$ cat src/rtl/pm_pkg.sv
/*
 * Shared constants and carrier types of the power monitor register map:
 * pointer addresses, field positions, reset values, conversion timing and
 * the result arithmetic divisors.
 * Assumes a single 50 MHz system clock for all timing counts.
 */
package pm_pkg;

    // register pointer addresses
    localparam logic [7:0] PM_PTR_CFG = 8'h00;
    localparam logic [7:0] PM_PTR_SHUNT = 8'h01;
    localparam logic [7:0] PM_PTR_BUS = 8'h02;
    localparam logic [7:0] PM_PTR_PWR = 8'h03;
    localparam logic [7:0] PM_PTR_CUR = 8'h04;
    localparam logic [7:0] PM_PTR_CAL = 8'h05;
    localparam logic [7:0] PM_PTR_MASK = 8'h06;
    localparam logic [7:0] PM_PTR_LIMIT = 8'h07;
    localparam logic [7:0] PM_PTR_MFR = 8'hFE;
    localparam logic [7:0] PM_PTR_DIE = 8'hFF;

    // reset values
    localparam logic [15:0] PM_CFG_RESET = 16'h4127;
    localparam logic [15:0] PM_ZERO_WORD = 16'h0000;

    // configuration fields
    localparam int PM_CFG_RST_BIT = 15;
    localparam int PM_CFG_AVG_LSB = 9;
    localparam int PM_CFG_BCT_LSB = 6;
    localparam int PM_CFG_SCT_LSB = 3;
    localparam int PM_CFG_MODE_LSB = 0;
    localparam int PM_FIELD_W = 3;
    localparam int PM_MODE_SHUNT_BIT = 0;
    localparam int PM_MODE_BUS_BIT = 1;
    localparam int PM_MODE_CONT_BIT = 2;

    // alert select register: flag bits are hardware owned
    localparam int PM_MASK_CONVERSION_READY_FLAG_BIT = 3;
    localparam int PM_MASK_OVF_BIT = 2;
    localparam logic [15:0] PM_MASK_WR = 16'hFFE3;

    // result fields
    localparam int PM_SIGN_BIT = 15;
    localparam int PM_MAG_W = 15;

    // conversion times in ns and in clock cycles
    localparam int unsigned PM_CLK_NS = 20;
    localparam int unsigned PM_CT_NS [0:7] = '{150000, 210000, 332000, 511000,
                                              1036000, 1986000, 3920000, 7736000};
    localparam int unsigned PM_CT_CYC [0:7] = '{
        PM_CT_NS[0] / PM_CLK_NS, PM_CT_NS[1] / PM_CLK_NS,
        PM_CT_NS[2] / PM_CLK_NS, PM_CT_NS[3] / PM_CLK_NS,
        PM_CT_NS[4] / PM_CLK_NS, PM_CT_NS[5] / PM_CLK_NS,
        PM_CT_NS[6] / PM_CLK_NS, PM_CT_NS[7] / PM_CLK_NS};
    localparam int PM_CNT_W = 19;

    // averaging: sample counts 1,4,16,64,128,256,512,1024 as shifts
    localparam int unsigned PM_AVG_SHIFT [0:7] = '{0, 2, 4, 6, 7, 8, 9, 10};
    localparam int PM_AVG_CNT_W = 11;
    localparam int PM_ACC_W = 27;

    // arithmetic divisors
    localparam logic signed [31:0] PM_CUR_DIV = 32'sh00000800;
    localparam logic [31:0] PM_PWR_DIV = 32'h00004E20;

    typedef struct packed {
        logic frameStart;
        logic ptrValid;
        logic wrValid;
        logic rdReq;
        logic [7:0] data;
    } pm_host_t;

    typedef struct packed {
        logic [15:0] shunt;
        logic [14:0] bus;
    } pm_adc_t;

    typedef struct packed {
        logic [15:0] cur;
        logic [15:0] pwr;
        logic ovf;
    } pm_math_t;

endpackage : pm_pkg

$ cat src/rtl/pm_conv_timer.sv
/*
 * Conversion-time counter: loaded with a cycle count, pulses done when it
 * expires. Abort drops a running count without a done pulse.
 * Assumes load and abort come from logic on the same clock.
 */
`timescale 1ns/100ps
`default_nettype none
module pm_conv_timer #(
    parameter int CNT_W = pm_pkg::PM_CNT_W
) (
    input wire logic clk,
    input wire logic rst_b,
    input wire logic load,
    input wire logic abort,
    input wire logic [CNT_W-1:0] count,
    output logic done
);
    import pm_pkg::*;

    typedef struct packed {
        logic busy;
        logic done;
        logic [CNT_W-1:0] cnt;
    } pm_tmr_t;

    pm_tmr_t tmr_r;
    pm_tmr_t tmr_nxt;

    always_comb begin
        tmr_nxt = tmr_r;
        tmr_nxt.done = 1'b0;
        if (abort) begin
            tmr_nxt.busy = 1'b0;
            tmr_nxt.cnt = '0;
        end else if (load) begin
            tmr_nxt.busy = 1'b1;
            tmr_nxt.cnt = count;
        end else if (tmr_r.busy) begin
            if (tmr_r.cnt <= CNT_W'(1)) begin
                tmr_nxt.busy = 1'b0;
                tmr_nxt.done = 1'b1;
            end else begin
                tmr_nxt.cnt = tmr_r.cnt - CNT_W'(1);
            end
        end
    end

    always_ff @(posedge clk) begin
        if (!rst_b) begin
            tmr_r <= '0;
        end else begin
            tmr_r <= tmr_nxt;
        end
    end

    assign done = tmr_r.done;

endmodule : pm_conv_timer
`default_nettype wire

$ cat src/rtl/pm_result_math.sv
/*
 * Per-sample current and power arithmetic, one cycle of latency.
 * Assumes go is a one-cycle pulse with the operands stable in that cycle.
 */
`timescale 1ns/100ps
`default_nettype none
module pm_result_math (
    input wire logic clk,
    input wire logic rst_b,
    input wire logic go,
    input wire logic [15:0] shunt,
    input wire logic [14:0] bus,
    input wire logic [14:0] cal,
    output logic valid,
    output var pm_pkg::pm_math_t res
);
    import pm_pkg::*;

    typedef struct packed {
        logic valid;
        pm_math_t res;
    } pm_mth_t;

    pm_mth_t mth_r;
    pm_mth_t mth_nxt;
    logic signed [31:0] curProd;
    logic signed [31:0] curQuot;
    logic [15:0] curSat;
    logic [16:0] curMag;
    logic [31:0] pwrProd;
    logic [31:0] pwrQuot;
    logic curOvf;

    always_comb begin
        // integer divide truncates toward zero, as software would
        curProd = $signed(shunt) * $signed({1'b0, cal});
        curQuot = curProd / PM_CUR_DIV;
        curOvf = 1'b0;
        if (curQuot > 32'sh00007FFF) begin
            curSat = 16'h7FFF;
            curOvf = 1'b1;
        end else if (curQuot < -32'sh00008000) begin
            curSat = 16'h8000;
            curOvf = 1'b1;
        end else begin
            curSat = curQuot[15:0];
        end
        curMag = curSat[PM_SIGN_BIT] ? 17'(-$signed({curSat[15], curSat})) : {1'b0, curSat};
        // power is never negative, so the current magnitude feeds it
        pwrProd = 32'(curMag) * 32'(bus);
        pwrQuot = pwrProd / PM_PWR_DIV;
        mth_nxt.valid = go;
        mth_nxt.res = mth_r.res;
        if (go) begin
            mth_nxt.res.cur = curSat;
            mth_nxt.res.pwr = pwrQuot[15:0];
            mth_nxt.res.ovf = curOvf;
        end
    end

    always_ff @(posedge clk) begin
        if (!rst_b) begin
            mth_r <= '0;
        end else begin
            mth_r <= mth_nxt;
        end
    end

    assign valid = mth_r.valid;
    assign res = mth_r.res;

endmodule : pm_result_math
`default_nettype wire

$ cat src/rtl/pm_register_map.sv
/*
 * Register map and measurement sequencer of the power monitor: 16-bit
 * registers moved as byte pairs, conversion sequencing, averaging and
 * result storage.
 * Assumes a serial front end on the same clock that decodes frames into
 * pointer, write-byte and read-byte strobes, and converter samples that
 * are valid on the clock when a conversion time expires.
 */
`timescale 1ns/100ps
`default_nettype none
// Summary of operation
// - registers are 16 bits, moved as bytes
// - configuration reads have no side effects
// - configuration write restarts sequence with new settings
// - reset bit restores all defaults, self-clears
// - averaging field selects 1 to 1024 samples
// - bus field selects conversion time
// - shunt field selects conversion time, same table
// - mode field: power-down, triggered, continuous
// - shunt result is two's complement
// - shunt result step is 2.5 uV
// - all four results show averaged values
// - bus result step is 1.25 mV
// - bus result top bit reads zero
// - power step is 25 current steps
// - power is current times bus over 20000
// - current is shunt times calibration over 2048
// - zero calibration gives zero current and power
// - two fixed identification words at top
// - pointer byte selects register, MSB first
// - ready flag clears on config write of a shunt or bus mode, or mask read
module pm_register_map #(
    parameter int unsigned CONV_CYCLES [0:7] = pm_pkg::PM_CT_CYC,
    parameter logic [15:0] MFR_ID = 16'h0A5A, // arbitrary value
    parameter logic [15:0] DIE_ID = 16'h05A0 // arbitrary value
) (
    input wire logic clk,
    input wire logic rst_b,
    input wire pm_pkg::pm_host_t host,
    input wire pm_pkg::pm_adc_t adc,
    output logic [7:0] rdByte,
    output logic rdValid,
    output logic conversionReadyFlag,
    output logic convActive
);
    import pm_pkg::*;

    typedef enum logic [2:0] {
        SEQ_START, SEQ_IDLE, SEQ_SH_GO, SEQ_SH_WAIT,
        SEQ_BUS_GO, SEQ_BUS_WAIT, SEQ_MATH_GO, SEQ_MATH_WAIT
    } pm_seq_t;

    typedef struct packed {
        logic [15:0] cfg;
        logic [15:0] cal;
        logic [15:0] mask;
        logic [15:0] limit;
        logic [15:0] shuntRes;
        logic [14:0] busRes;
        logic [15:0] pwrRes;
        logic [15:0] curRes;
        logic [7:0] ptr;
        logic wrPhase;
        logic [7:0] wrMsb;
        logic rdPhase;
        logic [15:0] rdWord;
        logic [7:0] rdByte;
        logic rdValid;
        logic conversionReadyFlag;
        logic ovf;
        pm_seq_t seq;
        logic [15:0] shuntSmp;
        logic [14:0] busSmp;
        logic [PM_AVG_CNT_W-1:0] avgCnt;
        logic signed [PM_ACC_W-1:0] accShunt;
        logic [PM_ACC_W-1:0] accBus;
        logic signed [PM_ACC_W-1:0] accCur;
        logic [PM_ACC_W-1:0] accPwr;
    } pm_state_t;

    pm_state_t st_r;
    pm_state_t st_nxt;
    logic timerLoad;
    logic timerAbort;
    logic [PM_CNT_W-1:0] timerCount;
    logic timerDone;
    logic mathGo;
    logic mathValid;
    pm_math_t mathRes;

    ////////////////////////////////////////////////////////////////////////
    pm_conv_timer #(
        .CNT_W(PM_CNT_W)
    ) convTimer (
        .clk(clk),
        .rst_b(rst_b),
        .load(timerLoad),
        .abort(timerAbort),
        .count(timerCount),
        .done(timerDone)
    );

    pm_result_math resultMath (
        .clk(clk),
        .rst_b(rst_b),
        .go(mathGo),
        .shunt(st_r.shuntSmp),
        .bus(st_r.busSmp),
        .cal(st_r.cal[PM_MAG_W-1:0]),
        .valid(mathValid),
        .res(mathRes)
    );

    ////////////////////////////////////////////////////////////////////////
    always_comb begin
        logic [15:0] rdMux;
        logic [15:0] wrWord;
        logic cfgWrite;
        logic [2:0] mode;
        logic [2:0] newMode;
        logic shuntSel;
        logic busSel;
        pm_seq_t firstGo;
        int unsigned avgShift;
        logic [PM_AVG_CNT_W-1:0] avgLast;
        logic signed [PM_ACC_W-1:0] sumShunt;
        logic [PM_ACC_W-1:0] sumBus;
        logic signed [PM_ACC_W-1:0] sumCur;
        logic [PM_ACC_W-1:0] sumPwr;
        logic signed [PM_ACC_W-1:0] avgShunt;
        logic [PM_ACC_W-1:0] avgBus;
        logic signed [PM_ACC_W-1:0] avgCur;
        logic [PM_ACC_W-1:0] avgPwr;
        rdMux = PM_ZERO_WORD;
        wrWord = PM_ZERO_WORD;
        cfgWrite = 1'b0;
        st_nxt = st_r;
        st_nxt.rdValid = 1'b0;
        timerLoad = 1'b0;
        timerAbort = 1'b0;
        timerCount = '0;
        mathGo = 1'b0;
        mode = st_r.cfg[PM_CFG_MODE_LSB +: PM_FIELD_W];
        shuntSel = mode[PM_MODE_SHUNT_BIT];
        busSel = mode[PM_MODE_BUS_BIT];
        firstGo = shuntSel ? SEQ_SH_GO : SEQ_BUS_GO;
        avgShift = PM_AVG_SHIFT[st_r.cfg[PM_CFG_AVG_LSB +: PM_FIELD_W]];
        avgLast = PM_AVG_CNT_W'((1 << avgShift) - 1);
        sumShunt = st_r.accShunt + PM_ACC_W'($signed(st_r.shuntSmp));
        sumBus = st_r.accBus + PM_ACC_W'(st_r.busSmp);
        sumCur = st_r.accCur + PM_ACC_W'($signed(mathRes.cur));
        sumPwr = st_r.accPwr + PM_ACC_W'(mathRes.pwr);
        avgShunt = sumShunt >>> avgShift;
        avgBus = sumBus >> avgShift;
        avgCur = sumCur >>> avgShift;
        avgPwr = sumPwr >> avgShift;

        // read mux: side-effect free except for the alert select register
        case (st_r.ptr)
            PM_PTR_CFG: rdMux = st_r.cfg;
            PM_PTR_SHUNT: rdMux = st_r.shuntRes;
            PM_PTR_BUS: rdMux = {1'b0, st_r.busRes};
            PM_PTR_PWR: rdMux = st_r.pwrRes;
            PM_PTR_CUR: rdMux = st_r.curRes;
            PM_PTR_CAL: rdMux = st_r.cal;
            PM_PTR_MASK: begin
                rdMux = st_r.mask;
                rdMux[PM_MASK_CONVERSION_READY_FLAG_BIT] = st_r.conversionReadyFlag;
                rdMux[PM_MASK_OVF_BIT] = st_r.ovf;
            end
            PM_PTR_LIMIT: rdMux = st_r.limit;
            PM_PTR_MFR: rdMux = MFR_ID;
            PM_PTR_DIE: rdMux = DIE_ID;
            default: rdMux = PM_ZERO_WORD;
        endcase

        ////////////////////////////////////////////////////////////////////
        if (host.frameStart) begin
            st_nxt.wrPhase = 1'b0;
            st_nxt.rdPhase = 1'b0;
        end
        if (host.ptrValid) begin
            st_nxt.ptr = host.data;
            st_nxt.wrPhase = 1'b0;
            st_nxt.rdPhase = 1'b0;
        end else if (host.wrValid) begin
            if (!st_r.wrPhase) begin
                st_nxt.wrMsb = host.data;
                st_nxt.wrPhase = 1'b1;
            end else begin
                st_nxt.wrPhase = 1'b0;
                wrWord = {st_r.wrMsb, host.data};
                case (st_r.ptr)
                    PM_PTR_CFG: begin
                        st_nxt.cfg = wrWord;
                        cfgWrite = 1'b1;
                    end
                    PM_PTR_CAL: st_nxt.cal = wrWord;
                    PM_PTR_MASK: st_nxt.mask = wrWord & PM_MASK_WR;
                    PM_PTR_LIMIT: st_nxt.limit = wrWord;
                    default: st_nxt.cal = st_r.cal;
                endcase
            end
        end else if (host.rdReq) begin
            st_nxt.rdValid = 1'b1;
            if (!st_r.rdPhase) begin
                // whole word captured so both bytes belong together
                st_nxt.rdWord = rdMux;
                st_nxt.rdByte = rdMux[15:8];
                st_nxt.rdPhase = 1'b1;
                if (st_r.ptr == PM_PTR_MASK) begin
                    st_nxt.conversionReadyFlag = 1'b0;
                    st_nxt.ovf = 1'b0;
                end
            end else begin
                st_nxt.rdByte = st_r.rdWord[7:0];
                st_nxt.rdPhase = 1'b0;
            end
        end

        ////////////////////////////////////////////////////////////////////
        newMode = wrWord[PM_CFG_MODE_LSB +: PM_FIELD_W];
        if (cfgWrite) begin
            st_nxt.seq = SEQ_START;
            timerAbort = 1'b1;
            if (newMode[PM_MODE_SHUNT_BIT] || newMode[PM_MODE_BUS_BIT]) begin
                st_nxt.conversionReadyFlag = 1'b0;
            end
        end else begin
            case (st_r.seq)
                SEQ_START: begin
                    st_nxt.accShunt = '0;
                    st_nxt.accBus = '0;
                    st_nxt.accCur = '0;
                    st_nxt.accPwr = '0;
                    st_nxt.avgCnt = '0;
                    st_nxt.seq = (shuntSel || busSel) ? firstGo : SEQ_IDLE;
                end
                SEQ_IDLE: st_nxt.seq = SEQ_IDLE;
                SEQ_SH_GO: begin
                    timerLoad = 1'b1;
                    timerCount = PM_CNT_W'(CONV_CYCLES[st_r.cfg[PM_CFG_SCT_LSB +: PM_FIELD_W]]);
                    st_nxt.seq = SEQ_SH_WAIT;
                end
                SEQ_SH_WAIT: begin
                    if (timerDone) begin
                        st_nxt.shuntSmp = adc.shunt;
                        st_nxt.seq = busSel ? SEQ_BUS_GO : SEQ_MATH_GO;
                    end
                end
                SEQ_BUS_GO: begin
                    timerLoad = 1'b1;
                    timerCount = PM_CNT_W'(CONV_CYCLES[st_r.cfg[PM_CFG_BCT_LSB +: PM_FIELD_W]]);
                    st_nxt.seq = SEQ_BUS_WAIT;
                end
                SEQ_BUS_WAIT: begin
                    if (timerDone) begin
                        st_nxt.busSmp = adc.bus;
                        st_nxt.seq = SEQ_MATH_GO;
                    end
                end
                SEQ_MATH_GO: begin
                    mathGo = 1'b1;
                    st_nxt.seq = SEQ_MATH_WAIT;
                end
                SEQ_MATH_WAIT: begin
                    if (mathValid) begin
                        if (mathRes.ovf) begin
                            st_nxt.ovf = 1'b1;
                        end
                        if (st_r.avgCnt == avgLast) begin
                            st_nxt.shuntRes = avgShunt[15:0];
                            st_nxt.busRes = avgBus[PM_MAG_W-1:0];
                            st_nxt.curRes = avgCur[15:0];
                            st_nxt.pwrRes = avgPwr[15:0];
                            // set after the read clear, so a same-cycle set wins
                            st_nxt.conversionReadyFlag = 1'b1;
                            st_nxt.accShunt = '0;
                            st_nxt.accBus = '0;
                            st_nxt.accCur = '0;
                            st_nxt.accPwr = '0;
                            st_nxt.avgCnt = '0;
                            st_nxt.seq = mode[PM_MODE_CONT_BIT] ? firstGo : SEQ_IDLE;
                        end else begin
                            st_nxt.accShunt = sumShunt;
                            st_nxt.accBus = sumBus;
                            st_nxt.accCur = sumCur;
                            st_nxt.accPwr = sumPwr;
                            st_nxt.avgCnt = st_r.avgCnt + PM_AVG_CNT_W'(1);
                            st_nxt.seq = firstGo;
                        end
                    end
                end
                default: st_nxt.seq = SEQ_START;
            endcase
        end

        // soft reset: everything back to power-on values, bit not stored
        if (cfgWrite && wrWord[PM_CFG_RST_BIT]) begin
            st_nxt = '0;
            st_nxt.cfg = PM_CFG_RESET;
        end
    end

    always_ff @(posedge clk) begin
        if (!rst_b) begin
            st_r <= '0;
            st_r.cfg <= PM_CFG_RESET;
        end else begin
            st_r <= st_nxt;
        end
    end

    assign rdByte = st_r.rdByte;
    assign rdValid = st_r.rdValid;
    assign conversionReadyFlag = st_r.conversionReadyFlag;
    assign convActive = (st_r.seq != SEQ_IDLE);

endmodule : pm_register_map
`default_nettype wire

$ cat config.mk
export PLATFORM = sky130hd
export DESIGN_NAME = pm_register_map
export DESIGN_NICKNAME = d
export VERILOG_FILES = /design/src/rtl/pm_pkg.sv /design/src/rtl/pm_conv_timer.sv /design/src/rtl/pm_result_math.sv /design/src/rtl/pm_register_map.sv
export SDC_FILE = /design/constraint.sdc
export NUM_CORES = 2
export LEC_CHECK = 0
export BUFFER_PORTS_ARGS = -buffer_cell sky130_fd_sc_hd__buf_2
export CAP_MARGIN = 20
export CORE_MARGIN = 3
export CORE_UTILIZATION = 35
export CTS_BUF_LIST = sky130_fd_sc_hd__clkbuf_16
export DETAILED_ROUTE_END_ITERATION = 8
export SLEW_MARGIN = 30
export SYNTH_ARGS = -nofsm -noshare
export SYNTH_HDL_FRONTEND = slang
export SYNTH_HIERARCHICAL = 1
export SYNTH_SLANG_ARGS = --single-unit
$ cat constraint.sdc
create_clock -name clk -period 63.5 [get_ports clk]
set_clock_uncertainty 0.1 [all_clocks]
set_input_delay 3.175 -clock clk [delete_from_list [all_inputs] [get_ports clk]]
set_output_delay 3.175 -clock clk [all_outputs]
set_load 0.01 [all_outputs]
==> results_dict.tcl <==
set metrics [dict create \
    seq_area_frac_synth_pct 14.6 \
    fillers 14828 \
    netlist_instances 6509 \
    final_hold_viol_count 0 \
    drive_gt1_share_pct 6.55 \
    grt_pass1_vias 46385 \
    drv_cap 0 \
    crit_fanout 18 \
    dp_worst_setup_slack_ps 27630 \
    fin_setup_tns_ps 0 \
    dp_cells 8178 \
    rsz0062_at_grt "false" \
    insertion_delay_ps 630 \
    die-area_mm2 0.149 \
    critPathMostFrequentCell "a21oi_1" \
    async_flop_share_pct 0 \
    wl_per_cell_um 20.5 \
    clk_pin_slew_ps 60 \
    grt_pass1_wl_mm 269 \
    crit_slowest_cell "dfxtp_1" \
    core_area_mm2 0.142 \
    synth_area_mm2 0.0505 \
    drc 0 \
    crit_required_ps 63930 \
    io_pins 56 \
    die_h_um 386 \
    fin_cells 8255 \
    start_util_pct 35.5 \
    nNetsFinal 7107 \
    synth_top_area_share_pct 17.6 \
    grt_max_degree 91 \
    row_count 138 \
    postCtsHoldBufs 0 \
    cp-end-kind "flop" \
    post_cts_resized 0 \
    synth_flop_cell "dfxtp_1" \
    seq_area_mm2 0.00739 \
    setup_violations 0 \
    worstHoldPathType "flop to flop" \
    place_congestion 0.978 \
    fin_ws_ps 27150 \
    cts_made_buffers 45 \
    period_share_pct 57.3 \
    final_core_util_pct 37.8 \
    place_hpwl_mm 128 \
    synth_top_area_cell "fa_1" \
    grt.overflow.total 0 \
    yosysWarnings 6 \
    drtIter0Drc 4218 \
    antenna_found_initial 3 \
    slew_headroom_pct 28.0 \
    portBuffers 55 \
    ant_nets 0 \
    avgSynthCellArea_um2 7.75 \
    cp.arrival_ps 36780 \
    finalCriticalPeriod_ps 36350 \
    multi_input_area_mm2 0.0395 \
    synth-seq-cells 369 \
    worst_slew_pin_slew_ps 1080 \
    status "finished, final reports clean" \
    syn2layout_area_growth_pct 6.62 \
    avgViaCountPerCell 5.79 \
    cts_num_sinks 369 \
    clock_path_buffers 3 \
    yosys-top-cells-area "fa_1 (18%), dfxtp_1 (15%), ha_1 (7.0%), nand2_1 (6.4%), a21oi_1 (5.4%)" \
    num_vias 47814 \
    cp-start-kind "flop" \
    max_freq_ghz 0.0275 \
    slew_violations 0 \
    synth_edf_count 0 \
    die_x_um 386 \
    root_buffer "clkbuf_16" \
    synth_most_common_cell "nand2_1" \
    synth_cell_types 140 \
    drt-pass1-iter-count 8 \
    synth_common_cells "nand2_1 (860), inv_1 (593), a21oi_1 (547)" \
    htreeDepth 2 \
    crit_type "flop to flop" \
    cts_tree "built" \
    cts_setup_buffers 0 \
    totalWireLength_mm 169 \
    grt_usage_pct 22.4 \
    critPathMaxStageDelay_ps 780 \
]
[per-layer routing]
metal / up-vias / global-route usage, % / part of all wire (%)
li1: 22316 / - / -
met1: 23317 / 31.6 / 45
met2: 1848 / 35.1 / 44
met3: 331 / 2.98 / 7.5
met4: 2 / 7.71 / 3.8
met5: - / 0 / 0.0077
[worst paths after layout]
kind         startpoint                end  slack, ps  cells after the start
max           st_r[296]  resultMath/res[1]      27150                    129
min            st_r[11]           st_r[11]        360                      2
max reg2reg   st_r[296]  resultMath/res[1]      27150                    129
min reg2reg    st_r[11]           st_r[11]        360                      2
[cell usage in the layout (no fill, tap or decap), drive strengths merged, types with 123 or more instances in the layout]
cell and count:
a211oi 127, dfxtp 369, ha 284, a21oi 558, nor2 464, xnor2 172
buf 127, nand3 197, o21ai 298, fa 443, inv 601, and2 292
nor3 123, nand2 861
[sequential cells by signal, indices dropped and copies added (netlist names)]
register	flops
rdValid	1
rdByte	8
resultMath/valid	1
convTimer/tmr_r	20
st_r	304
conversionReadyFlag	1
resultMath/res	33
convTimer/done	1
[metrics by stage]
stage / instance area [um^2] / hold WS, ps
floorplan: 50500 / 326
global placement: 52300 / 338
detailed placement: 52300 / 348
CTS: 53800 / 357
global route: 53800 / 374
finish: 53800 / 355
[area by class of cell]
| type | count | area share, % |
|---|---|---|
| inverters | 596 | 4.16 |
| multi-input cells | 5196 | 73.5 |
| clock buffers | 45 | 2.09 |
| repair buffers | 127 | 1.53 |
| well taps | 1890 | 4.40 |
| clock inverters | 31 | 0.623 |
| diodes | 1 | 0.00465 |
| flip-flops and latches | 369 | 13.7 |
[critical path, delay by kind of cell (launching register included)]
family / cells / cell delay, ps
simple gates: 31 / 8220
xor+xnor: 5 / 1900
mux: 8 / 3410
compound gates: 60 / 13930
flops: 1 / 780
buf+inv: 9 / 810
fa+ha+maj: 16 / 7010
[cell families (layout without fill, tap and decap cells)]
group / count (synthesis) / in the layout / synth area share (%)
AO/OA/AOI/OAI: 1766 / 1766 / 23.8
XOR/XNOR: 261 / 261 / 4.71
adder cells (fa/ha/maj): 736 / 736 / 24.8
buffers and inverters: 957 / 799 / 7.51
flip-flops: 369 / 369 / 14.6
multiplexers: 145 / 145 / 3.07
other: 4 / 18 / 0.0297
AND/OR/NAND/NOR: 2271 / 2271 / 21.4
Power is left out: the tool's default activity adds up to more than one toggle a clock period on the data nets, which glitch-free logic cannot reach.
